==> src/logic/utb_pkg.sv <==
`default_nettype none
package utb_pkg;
	localparam int unsigned DATA_W = 8;
	localparam logic [7:0] BUF_RST = 8'h00;
	localparam logic [7:0] RELOAD_RST = 8'h00;
	localparam logic [7:0] TIMER_TOP = 8'hff;
	localparam logic [3:0] FRAME_BITS_8 = 4'h9;
	localparam logic [3:0] FRAME_BITS_9 = 4'ha;
	localparam logic [3:0] SAMPLE_MID = 4'h8;
	localparam logic [5:0] PRESC_4 = 6'h03;
	localparam logic [5:0] PRESC_12 = 6'h0b;
	localparam logic [5:0] PRESC_48 = 6'h2f;
	localparam logic [2:0] PRESC_EXT8 = 3'h7;

	typedef enum logic [2:0] {
		UTB_CLK_SYS = 3'h0,
		UTB_CLK_DIV4 = 3'h1,
		UTB_CLK_DIV12 = 3'h2,
		UTB_CLK_DIV48 = 3'h3,
		UTB_CLK_EXTOSC8 = 3'h4,
		UTB_CLK_EXTIN = 3'h5
	} utb_clksel_e;

	typedef struct packed {
		logic frame_mode_select;
		logic multiproc_enable;
		logic receive_enable_bit;
		logic ninth_transmit_bit;
	} utb_ctrl_s;
endpackage : utb_pkg
`default_nettype wire

==> src/logic/utb_uart.sv <==
// How it works
// - Full duplex serial port with 8-bit and 9-bit frames, variable baud.
// - A completed byte is buffered while the next one shifts in.
// - A data buffer write loads the transmit register and starts sending.
// - Data buffer reads return the receive buffer, never the transmit one.
// - Interrupt is requested when enabled and either done flag is set.
// - Done flags are cleared only by software, never by servicing.
// - Transmit timing comes from low count overflows, reloaded from reload value.
// - A hidden receive copy of the low count runs with the timer enabled.
// - Both overflow streams are divided by two for the bit rates.
// - A detected start bit forces a reload of the receive timer.
// - Timer clock is core_system_clock/1, /4, /12, /48, ext osc/8 or ext input.
// - 8-bit frame: start, eight data LSB first, stop; stop stored as ninth.
// - 9-bit frame adds the ninth bit from software; received ninth stored.
// - Transmit done is set at the beginning of the stop bit.
// - Load byte and set receive done only if flag clear and mp check passes.
`default_nettype none
module utb_uart (
	input wire logic ref_clk,
	input wire logic srst,
	input wire utb_pkg::utb_ctrl_s ctrl,
	input wire logic timer_enable,
	input wire utb_pkg::utb_clksel_e clk_select,
	input wire logic ext_osc_tick,
	input wire logic external_timer_input,
	input wire logic [7:0] baud_timer_reload_value,
	input wire logic [7:0] wr_data,
	input wire logic wr_strobe,
	input wire logic tx_done_clear,
	input wire logic rx_done_clear,
	input wire logic serial_int_enable,
	input wire logic rx_pin,
	output logic tx_pin,
	output logic [7:0] serial_data_buffer,
	output logic ninth_receive_bit,
	output logic tx_done_flag,
	output logic rx_done_flag,
	output logic [7:0] baud_timer_low_count,
	output logic tx_busy,
	output logic serial_irq
);
	import utb_pkg::*;

	typedef enum logic [1:0] {
		UTB_RX_IDLE = 2'b01,
		UTB_RX_BUSY = 2'b10
	} utb_rxst_e;

	logic [5:0] presc_r, presc_nxt;
	logic [2:0] osc_r, osc_nxt;
	logic ext_d_r, ext_d_nxt;
	logic tick;
	logic [7:0] txt_r, txt_nxt, rxt_r, rxt_nxt;
	logic tx_half_r, tx_half_nxt, rx_half_r, rx_half_nxt;
	logic tx_ovf, rx_ovf, tx_baud, rx_baud;
	logic [10:0] tx_sh_r, tx_sh_nxt;
	logic [3:0] tx_cnt_r, tx_cnt_nxt;
	logic tx_act_r, tx_act_nxt, tx_pin_nxt;
	logic txf_r, txf_nxt, rxf_r, rxf_nxt;
	utb_rxst_e rx_st_r, rx_st_nxt;
	logic [3:0] rx_cnt_r, rx_cnt_nxt;
	logic [8:0] rx_sh_r, rx_sh_nxt;
	logic rx_prev_r, rx_prev_nxt;
	logic [7:0] buf_r, buf_nxt;
	logic rb8_r, rb8_nxt;
	logic start_det;
	logic [3:0] last_bit;

	// Timer clock source selection and prescaling.
	always_comb begin
		presc_nxt = (presc_r == PRESC_48) ? 6'h00 : presc_r + 6'h01;
		osc_nxt = ext_osc_tick ? osc_r + 3'h1 : osc_r;
		ext_d_nxt = external_timer_input;
		tick = 1'b0;
		unique case (clk_select)
			UTB_CLK_SYS: tick = 1'b1;
			UTB_CLK_DIV4: tick = (presc_r[1:0] == PRESC_4[1:0]);
			UTB_CLK_DIV12: tick = (presc_r == PRESC_12) ||
				(presc_r == PRESC_12 + 6'h0c) ||
				(presc_r == PRESC_12 + 6'h18) || (presc_r == PRESC_48);
			UTB_CLK_DIV48: tick = (presc_r == PRESC_48);
			UTB_CLK_EXTOSC8: tick = ext_osc_tick && (osc_r == PRESC_EXT8);
			UTB_CLK_EXTIN: tick = ext_d_r && !external_timer_input;
			default: tick = 1'b0;
		endcase
		tick = tick && timer_enable;
	end

	// Baud timers: visible low count for transmit, hidden copy for receive.
	always_comb begin
		start_det = (rx_st_r == UTB_RX_IDLE) && ctrl.receive_enable_bit &&
			rx_prev_r && !rx_pin;
		tx_ovf = tick && (txt_r == TIMER_TOP);
		rx_ovf = tick && (rxt_r == TIMER_TOP);
		txt_nxt = tick ? (tx_ovf ? baud_timer_reload_value : txt_r + 8'h01)
			: txt_r;
		rxt_nxt = tick ? (rx_ovf ? baud_timer_reload_value : rxt_r + 8'h01)
			: rxt_r;
		tx_half_nxt = tx_ovf ? !tx_half_r : tx_half_r;
		rx_half_nxt = rx_ovf ? !rx_half_r : rx_half_r;
		if (start_det) begin
			rxt_nxt = baud_timer_reload_value;
			rx_half_nxt = 1'b0;
		end
		tx_baud = tx_ovf && tx_half_r;
		rx_baud = rx_ovf && rx_half_r;
	end

	// Transmitter and its done flag.
	always_comb begin
		tx_sh_nxt = tx_sh_r;
		tx_cnt_nxt = tx_cnt_r;
		tx_act_nxt = tx_act_r;
		tx_pin_nxt = tx_pin;
		txf_nxt = txf_r;
		if (tx_done_clear) begin
			txf_nxt = 1'b0;
		end
		if (wr_strobe) begin
			tx_sh_nxt = {1'b1, ctrl.ninth_transmit_bit, wr_data, 1'b0};
			if (!ctrl.frame_mode_select) begin
				tx_sh_nxt[9] = 1'b1;
			end
			tx_cnt_nxt = 4'h0;
			tx_act_nxt = 1'b1;
		end else if (tx_act_r && tx_baud) begin
			tx_pin_nxt = tx_sh_r[0];
			tx_sh_nxt = {1'b1, tx_sh_r[10:1]};
			tx_cnt_nxt = tx_cnt_r + 4'h1;
			if (tx_cnt_r == (ctrl.frame_mode_select ? FRAME_BITS_9
					: FRAME_BITS_8)) begin
				txf_nxt = 1'b1;
				tx_act_nxt = 1'b0;
			end
		end
	end

	// Receiver with one-byte buffer, sampled once mid-bit by half-rate phase.
	always_comb begin
		last_bit = ctrl.frame_mode_select ? FRAME_BITS_9 : FRAME_BITS_8;
		rx_st_nxt = rx_st_r;
		rx_cnt_nxt = rx_cnt_r;
		rx_sh_nxt = rx_sh_r;
		rx_prev_nxt = rx_pin;
		buf_nxt = buf_r;
		rb8_nxt = rb8_r;
		rxf_nxt = rxf_r;
		if (rx_done_clear) begin
			rxf_nxt = 1'b0;
		end
		unique case (rx_st_r)
			UTB_RX_IDLE: begin
				if (start_det) begin
					rx_st_nxt = UTB_RX_BUSY;
					rx_cnt_nxt = 4'h0;
				end
			end
			UTB_RX_BUSY: begin
				if (rx_ovf && !rx_half_r) begin
					rx_cnt_nxt = rx_cnt_r + 4'h1;
					if (rx_cnt_r == 4'h0 && rx_pin) begin
						rx_st_nxt = UTB_RX_IDLE;
					end else if (rx_cnt_r != 4'h0 && rx_cnt_r < last_bit) begin
						rx_sh_nxt = {rx_pin, rx_sh_r[8:1]};
					end
					if (rx_cnt_r == last_bit) begin
						rx_st_nxt = UTB_RX_IDLE;
						// Ninth bit is the stop bit in 8-bit mode.
						if (!rxf_r && (!ctrl.multiproc_enable ||
							(ctrl.frame_mode_select ? rx_sh_r[8] : rx_pin))) begin
							buf_nxt = ctrl.frame_mode_select ? rx_sh_r[7:0]
								: rx_sh_r[8:1];
							rb8_nxt = ctrl.frame_mode_select ? rx_sh_r[8] : rx_pin;
							rxf_nxt = 1'b1;
						end
					end
				end
			end
		endcase
	end

	always_ff @(posedge ref_clk) begin
		if (srst) begin
			presc_r <= 6'h00;
			osc_r <= 3'h0;
			ext_d_r <= 1'b0;
			txt_r <= RELOAD_RST;
			rxt_r <= RELOAD_RST;
			tx_half_r <= 1'b0;
			rx_half_r <= 1'b0;
			tx_sh_r <= 11'h7ff;
			tx_cnt_r <= 4'h0;
			tx_act_r <= 1'b0;
			tx_pin <= 1'b1;
			txf_r <= 1'b0;
			rxf_r <= 1'b0;
			rx_st_r <= UTB_RX_IDLE;
			rx_cnt_r <= 4'h0;
			rx_sh_r <= 9'h000;
			rx_prev_r <= 1'b1;
			buf_r <= BUF_RST;
			rb8_r <= 1'b0;
		end else begin
			presc_r <= presc_nxt;
			osc_r <= osc_nxt;
			ext_d_r <= ext_d_nxt;
			txt_r <= txt_nxt;
			rxt_r <= rxt_nxt;
			tx_half_r <= tx_half_nxt;
			rx_half_r <= rx_half_nxt;
			tx_sh_r <= tx_sh_nxt;
			tx_cnt_r <= tx_cnt_nxt;
			tx_act_r <= tx_act_nxt;
			tx_pin <= tx_pin_nxt;
			txf_r <= txf_nxt;
			rxf_r <= rxf_nxt;
			rx_st_r <= rx_st_nxt;
			rx_cnt_r <= rx_cnt_nxt;
			rx_sh_r <= rx_sh_nxt;
			rx_prev_r <= rx_prev_nxt;
			buf_r <= buf_nxt;
			rb8_r <= rb8_nxt;
		end
	end

	assign serial_data_buffer = buf_r;
	assign ninth_receive_bit = rb8_r;
	assign tx_done_flag = txf_r;
	assign rx_done_flag = rxf_r;
	assign baud_timer_low_count = txt_r;
	assign tx_busy = tx_act_r;
	assign serial_irq = serial_int_enable && (txf_r || rxf_r);
endmodule : utb_uart
`default_nettype wire

==> config.mk <==
export PLATFORM = sky130hd
export DESIGN_NAME = utb_uart
export DESIGN_NICKNAME = d
export VERILOG_FILES = /design/src/logic/utb_pkg.sv /design/src/logic/utb_uart.sv
export SDC_FILE = /design/constraint.sdc
export NUM_CORES = 1
export LEC_CHECK = 0
export ABC_AREA = 1
export ABC_CLOCK_PERIOD_IN_PS = 2600
export CAP_MARGIN = 10
export CELL_PAD_IN_SITES_DETAIL_PLACEMENT = 1
export CELL_PAD_IN_SITES_GLOBAL_PLACEMENT = 1
export CORE_ASPECT_RATIO = 1.25
export CORE_MARGIN = 2
export CORE_UTILIZATION = 40
export CTS_CLUSTER_DIAMETER = 60
export CTS_CLUSTER_SIZE = 28
export DETAILED_ROUTE_END_ITERATION = 7
export DONT_BUFFER_PORTS = 1
export HOLD_SLACK_MARGIN = 0.08
export PLACE_DENSITY = 0.76
export SLEW_MARGIN = 10
export SYNTH_ARGS = -nofsm -noshare
export SYNTH_HDL_FRONTEND = slang
export SYNTH_SLANG_ARGS = --single-unit
==> constraint.sdc <==
create_clock -name ref_clk -period 2.6 [get_ports ref_clk]
set_clock_uncertainty 0.1 [all_clocks]
set_input_delay 0.52 -clock ref_clk [delete_from_list [all_inputs] [get_ports ref_clk]]
set_output_delay 0.52 -clock ref_clk [all_outputs]
set_load 0.05 [all_outputs]
; After elaboration in Yosys (flattened, before gate mapping)
; Cells that the tools add are included.
[op_classes]
add_sub_neg = 6
n_lt_le_gt_ge = 1
eq_ne = 20
muxes = 31
n_bitwise = 2
n_reduce_logical = 41
[op_table]
columns = op, count
row1 = 2-to-1 mux 8 bit, 5
row2 = 2-to-1 mux 10 bit, 2
row3 = "adder 8 x 1 -> 8 bit, second input constant", 2
row4 = "equality test 8 bit, second input constant", 2
row5 = logical AND 1 bit, 15
row6 = 2-to-1 mux 1 bit, 14
row7 = "equality test 6 bit, second input constant", 2
row8 = 2-to-1 mux 2 bit, 5
row9 = "equality test 3 bit, second input constant", 3
row10 = "adder 4 x 1 -> 4 bit, second input constant", 2
row11 = equality test 4 bit, 2
row12 = 2-to-1 mux 4 bit, 2
row13 = one-hot mux 4 bit (2 select lines), 1
row14 = AND reduction 4 bit, 2
row15 = "adder 6 x 1 -> 6 bit, second input constant", 1
row16 = "equality test 3 x 2 -> 1 bit, second input constant", 2
row17 = "equality test 6 x 4 -> 1 bit, second input constant", 1
row18 = "equality test 6 x 5 -> 1 bit, second input constant", 1
row19 = zero test 1 bit, 6
row20 = one-hot mux 1 bit (6 select lines), 1
row21 = AND reduction 2 bit, 3
row22 = nonzero test 2 bit, 3
row23 = OR reduction 2 bit, 3
row24 = logical OR 1 bit, 5
row25 = other kinds (13), 16
[totals]
regBits = 71
input_bits = 33
out_inout_bits = 22
word_cells = 120

; Depth between registers and ports, before layout
; Gate-level depths: netlist of the first run.
[depth]
ltp_word = 11
mapped_depth = 16
depth_no_buf = 15

; Worst setup path after synthesis of the first run
; Ideal clock, no wire load.
[synth_timing]
kind = register -> register
startpoint = register txt_r[0] (netlist: baud_timer_low_count[0])
endpoint = register txt_r[7] (netlist: baud_timer_low_count[7])
setup_time_ns = 0.134
arrival_ns = 1.941
t_required_ns = 2.366
slack_ns = 0.425
stages_incl_launch_ff = 9
period_less_slack_ns = 2.175
cell_sequence = dfxtp_1 -> ha_1 -> nand3_1 -> nor3_4 -> nand3_1 -> nor2_1 -> nor2_1 -> nand2_1 -> a21oi_1
[synth_between]
elab_chain_len = 3
elab_cells_between_ends = 4
[synth_rtl]
columns = item, line_no
row1 = from (decl), utb_uart.sv:53  ; logic [7:0] txt_r, txt_nxt, rxt_r, rxt_nxt;
row2 = from (signal assigned), utb_uart.sv:207  ; txt_r <= txt_nxt;
row3 = branches (longest 2 deep; another with adder 8 x 1 -> 8 bit), --
row4 = 2-to-1 mux 8 bit (*), utb_uart.sv:95  ; txt_nxt = tick ? (tx_ovf ? baud_timer_reload_value : txt_r + 8'h01)
; Mark *: on every way between the ends.
; A chain may end at the register's enable or synchronous reset.

; Worst setup path after layout of the first run
[layout_timing]
startpoint = register rxf_r (netlist: rx_done_flag)
endpoint = output serial_irq
[layout_between]
elab_chain_len = 2
[layout_rtl]
columns = item, line_no
row1 = from (decl), utb_uart.sv:59  ; logic txf_r, txf_nxt, rxf_r, rxf_nxt;
row2 = from (signal assigned), utb_uart.sv:216  ; rxf_r <= rxf_nxt;
row3 = logical OR 1 bit, utb_uart.sv:232  ; assign serial_irq = serial_int_enable && (txf_r || rxf_r);
row4 = logical AND 1 bit, utb_uart.sv:232
row5 = to (decl), utb_uart.sv:40  ; output logic serial_irq
; Every way passes these cells.

==> out/results.tsv, run 1 <==
metric	value	unit
status	complete, no violations	
CP Cell Sequence	o21a_1	
Critical Path Start Type	flip-flop	
leakage power	1.78	nW
sequential area share after synthesis	38.9	%
Die Span X	89.5	µm
Tcrit/Tclk final	84.2	%
RSZ-0062 raised after global routing	no	
crit path DAT	1570	ps
CP max stage delay	710	ps
Wirelength per Cell	14.0	µm
die height	111	µm
CTS resizes	0	
CP max stage cell	dfxtp_1	
Routability Congestion	0.817	
Overall Global Routing Usage	19.9	%
htree depth	3	
post-CTS setup buffers	0	
Hold Path Stages	1	
met2 usage	34.4	%
worst reg2reg endpoint	serial_data_buffer[6]$_SDFFE_PP0P_	
number of port buffers	0	
ys async rst share	0	%
top post-synthesis cells by area	dfxtp_1 39%, nand2_1 8.9%, nor2_1 7.9%, nand3_1 7.1%, o21ai_0 5.5%	
DP HPWL	6970	µm
Bufs and invs on worst path	0	
yosys synthesis warning count	0	
Hold Path Class	in -> reg	
Final Max Slew Viols	0	
register bit count reported by yosys	71	
Hold Path End	baud_timer_low_count[3]$_SDFFE_PP0P_	
initial core utilization	40.5	%
CP Depth	1	
CTS Root Cell	clkbuf_16	
Top Family by Delay on Critical Path	flip-flops	
worst-margin pin slew	621	ps
post-synth top area cell	dfxtp_1	
Core Area	0.00903	mm²
Syn Inst Count	510	
CTS tree	built	
Hold-fix buffers, CTS	0	
Total Power Consumption	0.00254	W
Max Freq	457	MHz
CP endpoint kind	primary output	
number of cells on the worst reg-to-reg path	12	
Vias	3309	
reg2reg setup slack	420	ps
global-route wire length before repair	15500	µm
VDD IR-drop max	0.296	mV
initial DRC count	53	
WL final	9080	µm
Final #Nets	562	
top cells by count, synth	87 x nand2_1, 77 x nor2_1, 71 x dfxtp_1	
die area	0.00993	mm²
fill cell count	1164	
layout cells sized above 1	10.1	%
Most Crowded Layer GR	met2	
Crit Path Max Fanout	4	
power per cell area	624	mW/mm²
top cell type's share of synthesized area	38.9	%
Via density	5.11	
met3 usage	4.02	%
met1 Use GR	23.4	%
CTS max path bufs	2	
syn nets	553	
final core utilization	45.2	%
via count of the first global-routing pass	3446	
critical hold path startpoint	srst	
min cycle time layout	2190	ps
Final Hold Fails	0	
largest net degree at the start of global routing	24	
reg2reg start	presc_r[0]$_SDFF_PP0_	
Slew HR	58.6	%
row cnt	39	
Clk Latency, worst-skew pair	330	ps
I/O pin cnt	55	
most used flip-flop cell after synthesis	dfxtp_1	
initial antenna violation count	0	
Worst Setup SP	rx_done_flag$_SDFF_PP0_	
final setup vio count	0	
number of remaining DRC errors	0	
area delta synth->final	11.5	%
antenna cell count	0	
gr ovfl total	0	
CP required	1980	ps
count leader, synth	nand2_1	
CTS Sinks	71	
number of flops mapped to enable cells by yosys	0	
TritonRoute pass-1 iters	4	
Yosys cell types	39	
Fin Setup TNS	0	ps
DRT antenna net count	0	
# Max-Cap Violations	0	
CTS buffer count	9	
crit path kind	reg -> out	
Post-DP Area	0.00380	mm²
Syn Std Cell Area	0.00366	mm²
clock-pin slew on the worst setup and hold paths	60	ps
Syn Area/Cell	7.17	µm²
Design Area, Final	0.00408	mm²
[layout make-up]
class                   instances  area [µm²]  share of cell area, %
clock buffers                  13         260                   6.38
multi-input cells             365        1900                   46.6
clock inverters                 3        17.5                  0.430
repair buffers                 13        97.6                   2.39
inverters                      59         226                   5.55
flip-flops and latches         71        1420                   34.9
well taps                     123         154                   3.77
[report_power, final]
part | internal (W) | switching, W | total (W)
clock | 0.000695 | 0.000447 | 0.00114
sequential | 0.00114 | 0.0000351 | 0.00117
combinational | 0.0000825 | 0.000149 | 0.000231
total | 0.00191 | 0.000631 | 0.00254
[placed cells by master, fill, tap and decap left out, types with 4 or more instances in the layout]
| master | synthesis | layout |
|---|---|---|
| buf_4 | 0 | 13 |
| nor2_1 | 77 | 77 |
| a21oi_1 | 35 | 35 |
| nor2_2 | 5 | 5 |
| nand2_2 | 5 | 5 |
| nand3_1 | 52 | 52 |
| nand3b_1 | 4 | 4 |
| o21ai_1 | 9 | 9 |
| inv_1 | 53 | 53 |
| dfxtp_1 | 71 | 71 |
| o21ai_0 | 40 | 40 |
| xor2_1 | 11 | 11 |
| inv_2 | 4 | 4 |
| nor3_1 | 5 | 5 |
| nand2_1 | 87 | 87 |
| clkbuf_16 | 0 | 9 |
| ha_1 | 10 | 10 |
[how the worst max path moves through the flow]
| stage | endpoint |
|---|---|
| 2_1_floorplan | baud_timer_low_count[7]$_SDFFE_PP0P_ |
| 4_1_cts | serial_data_buffer[6]$_SDFFE_PP0P_ |
| 3_3_place_gp | serial_data_buffer[2]$_SDFFE_PP0P_ |
| 6_report | serial_irq |
| 5_1_grt | serial_data_buffer[5]$_SDFFE_PP0P_ |
| 3_5_place_dp | serial_data_buffer[6]$_SDFFE_PP0P_ |
[cells by family (layout without fill, tap and decap cells)]
kind of cell / after synthesis / after routing / share of synthesized area [%]
adder cells (fa/ha/maj): 10 / 10 / 3.42
XOR/XNOR: 13 / 13 / 3.11
buffers and inverters: 74 / 88 / 9.14
flip-flops: 71 / 71 / 38.9
AND/OR/NAND/NOR: 248 / 248 / 31.5
AO/OA/AOI/OAI: 94 / 94 / 13.9
[registers in the layout, summed over array words and instances (netlist names), 2 cells and up]
signal and flops:
rxt_r 8, rx_cnt_r 4, rx_st_r 2, presc_r 6, baud_timer_low_count 8, tx_sh_r 10, serial_data_buffer 8, osc_r 3
rx_sh_r 9, tx_cnt_r 4
[layer usage]
layer	vias up	share of wire [%]
li1	1679	-
met1	1559	43
met2	49	50
met3	22	3.8
met4	0	2.8
met5	-	0
[per-stage QoR]
stage	instances	setup WS (ps)	hold slack, ps
2_1_floorplan	510	425	318
6_report	647	411	155
3_3_place_gp	631	477	331
3_5_place_dp	631	348	345
4_1_cts	647	389	137
5_1_grt	647	161	136
Note: power is estimated with default switching activity, not from simulation.
==> run 2: changes to the inputs <==
--- a/config.mk
+++ b/config.mk
@@ -5,8 +5,8 @@
 export SDC_FILE = /design/constraint.sdc
 export NUM_CORES = 1
 export LEC_CHECK = 0
-export ABC_AREA = 1
-export ABC_CLOCK_PERIOD_IN_PS = 2600
+export ABC_AREA = 0
+export ABC_CLOCK_PERIOD_IN_PS = 1800
 export CAP_MARGIN = 10
 export CELL_PAD_IN_SITES_DETAIL_PLACEMENT = 1
 export CELL_PAD_IN_SITES_GLOBAL_PLACEMENT = 1
@@ -18,7 +18,7 @@
 export DETAILED_ROUTE_END_ITERATION = 7
 export DONT_BUFFER_PORTS = 1
 export HOLD_SLACK_MARGIN = 0.08
-export PLACE_DENSITY = 0.76
+export PLACE_DENSITY = 0.75
 export SLEW_MARGIN = 10
 export SYNTH_ARGS = -nofsm -noshare
 export SYNTH_HDL_FRONTEND = slang
==> constraint.sdc (replaced) <==
create_clock -name ref_clk -period 1.8 [get_ports ref_clk]
set_clock_uncertainty 0.1 [all_clocks]
set_input_delay 0.36 -clock ref_clk [delete_from_list [all_inputs] [get_ports ref_clk]]
set_output_delay 0.36 -clock ref_clk [all_outputs]
set_load 0.05 [all_outputs]
==> run 2 against run 1 <==
Net effect: the flow now finishes with violations (hold timing, setup timing); clock-buffer cell count shrank 1; worst setup slack lost 890 ps; critical path depth grew 7; sequential share of layout area shrank 6.4 points; combinational power grew 47%; power grew 30%; non-clock buffer count grew 73; register-to-register slack lost 900 ps; largest cell class unchanged.
==> out/results.tsv, run 2 <==
metric	value	unit
status	finished, violations left	
failing checks	hold timing, setup timing	
final setup vio count	60	
Reg with most FFs	tx_sh_r	
biggest regs	tx_sh_r (10), rx_sh_r (9)	
WL final	11200	µm
RSZ-0062 raised after global routing	yes	
count leader, synth	dfxtp_1	
most frequent cells in the layout	60 x dfxtp_1, 59 x buf_4, 43 x nor2_1	
CTS tree	built	
Tcrit/Tclk final	127	%
Syn Inst Count	396	
Overall Global Routing Usage	23.5	%
DP HPWL	7060	µm
CP max stage cell	or3_1	
power per cell area	655	mW/mm²
largest net degree at the start of global routing	62	
Die Span X	88.8	µm
dpl cells	562	
CTS max path bufs	2	
antenna cell count	0	
Hold Path End	baud_timer_low_count[3]$_SDFFE_PP0P_	
via count of the first global-routing pass	3644	
Final Hold Fails	29	
initial DRC count	114	
TritonRoute pass-1 iters	4	
Cell Int Power	0.00251	W
Bufs and invs on worst path	1	
Via density	5.54	
htree depth	3	
CP required	1970	ps
Largest register FFs	10	
register bit count reported by yosys	71	
Non-Filler Instances	600	
CP max stage delay	420	ps
sequential area share after synthesis	39.5	%
number of cells on the worst reg-to-reg path	8	
Fin Setup TNS	-19830	ps
die area	0.00977	mm²
top cell type's share of synthesized area	39.5	%
Core Area	0.00870	mm²
Switching Fraction	24.5	%
Switch Pwr	0.000814	W
syn nets	439	
fill cell count	967	
crit path DAT	2450	ps
yosys synthesis warning count	0	
die height	110	µm
CP Cell Sequence	ha_4 -> nand3_4 -> o32a_1 -> buf_4 -> o221ai_4 -> nand2_4 -> or3_1 -> a31oi_1	
post-synth top area cell	dfxtp_1	
ys async rst share	0	%
WHS	-47.8	ps
most used flip-flop cell after synthesis	dfxtp_1	
VDD IR-drop max	0.620	mV
CTS Sinks	71	
Crit Path Max Fanout	5	
Syn Area/Cell	9.08	µm²
register share of total power	49.2	%
Vias	3324	
commonest non-fill, non-tap cell in the layout	dfxtp_1	
Clk Latency, worst-skew pair	360	ps
Hold-fix buffers, CTS	9	
Critical Path Start Type	flip-flop	
reg2reg start	presc_r[1]$_SDFF_PP0_	
Syn Std Cell Area	0.00360	mm²
critical hold path startpoint	srst	
CTS buffer count	9	
top cells by count, synth	71 x dfxtp_1, 49 x nor2_1, 31 x mux2i_1	
Hold Path Class	in -> reg	
Gate power share	10.3	%
Top Family by Delay on Critical Path	compound AO/OA/AOI/OAI gates	
worst reg2reg endpoint	rxt_r[0]$_SDFFE_PP0P_	
Yosys cell types	64	
global-route wire length before repair	17500	µm
Hold Path Stages	1	
number of remaining DRC errors	0	
DRT antenna net count	0	
dpl ws	-437	ps
final core utilization	58.3	%
# Max-Cap Violations	0	
Slew HR	65.6	%
Final WS setup	-479	ps
crit path kind	reg -> reg	
Routability Congestion	0.820	
initial antenna violation count	0	
gr ovfl total	0	
row cnt	38	
I/O pin cnt	55	
clock-pin slew on the worst setup and hold paths	80	ps
top post-synthesis cells by area	dfxtp_1 40%, mux2i_1 8.6%, nor2_1 5.1%, ha_1 3.5%, nand2_1 2.7%	
CP endpoint kind	flip-flop	
number of port buffers	0	
initial core utilization	41.3	%
CTS Root Cell	clkbuf_8	
layout cells sized above 1	36.7	%
Final #Nets	518	
Max Freq	439	MHz
reg2reg setup slack	-480	ps
area delta synth->final	41.0	%
worst-margin pin slew	515	ps
Clock power frac	40.5	%
leakage power	2.00	nW
min cycle time layout	2280	ps
number of flops mapped to enable cells by yosys	0	
Final Max Slew Viols	0	
Wirelength per Cell	18.6	µm
-- run 2: changes by cell type after synthesis, sizes merged, moves of 7 or more --
cell,delta
a21oi,-23
nand3,-38
nor2,-34
a32o,+7
nand2,-68
nor3,+12
mux2,+8
mux2i,+31
inv,-42
o21ai,-27
o31a,+7
xor2,-8
-- run 2: power groups by stage --
stage	clock [W]	sequential, W	combinational, W
global route	0.00146	0.00164	0.000370
finish	0.00135	0.00163	0.000340
floorplan	0	0.00168	0.000171
CTS	0.00139	0.00163	0.000312
global placement	0	0.00167	0.000242
detailed placement	0	0.00167	0.000253
-- run 2: timing repair --
item,in CTS,in global routing
setup endpoints to repair,60,66
buffers inserted,14,5
hold endpoints to repair,47,40
pin swaps,22,19
resized for setup,45,49
gates cloned,1,0
-- run 2: layer usage --
layer	vias up	GRT usage (%)	share of wire (%)
li1	1600	-	-
met1	1626	25.6	39
met2	71	43.0	55
met3	27	3.95	4.2
met4	0	12.0	2.6
met5	-	0	0
-- run 2: metrics by stage --
step	area [µm²]	hold WS [ps]	power [W]
global placement	4270	327	0.00191
finish	5070	-47.8	0.00332
detailed placement	4270	331	0.00192
global route	5070	-65.0	0.00346
floorplan	3690	316	0.00185
CTS	4870	-61.0	0.00333
-- run 2: worst max-delay path by stage --
stage / start / endpoint / cells after the start
after CTS: presc_r[1]$_SDFF_PP0_ / rx_sh_r[8]$_SDFFE_PP0P_ / 9
final: presc_r[1]$_SDFF_PP0_ / rxt_r[0]$_SDFFE_PP0P_ / 8
after detailed placement: presc_r[4]$_SDFF_PP0_ / rx_sh_r[8]$_SDFFE_PP0P_ / 8
after global placement: presc_r[1]$_SDFF_PP0_ / rx_sh_r[8]$_SDFFE_PP0P_ / 9
after floorplan: presc_r[1]$_SDFF_PP0_ / rx_sh_r[7]$_SDFFE_PP0P_ / 9
after global routing: presc_r[1]$_SDFF_PP0_ / rxt_r[0]$_SDFFE_PP0P_ / 8
-- run 2: cell type report --
type	count	area [µm²]	share of cell area, %
multi-input combinational	292	2420	47.7
sequential	71	1450	28.5
timing repair buffer	86	793	15.6
clock buffer	12	156	3.08
tap	120	150	2.96
inverter	15	56.3	1.11
clock inverter	4	52.6	1.04
-- run 2: logic make-up after synthesis --
logic type	after synthesis	synth area share, %
buffers and inverters	34	4.63
multiplexers	39	11.1
flip-flops	71	39.5
AO/OA/AOI/OAI	81	17.0
AND/OR/NAND/NOR	150	21.5
XOR/XNOR	11	2.68
adder cells (fa/ha/maj)	10	3.48
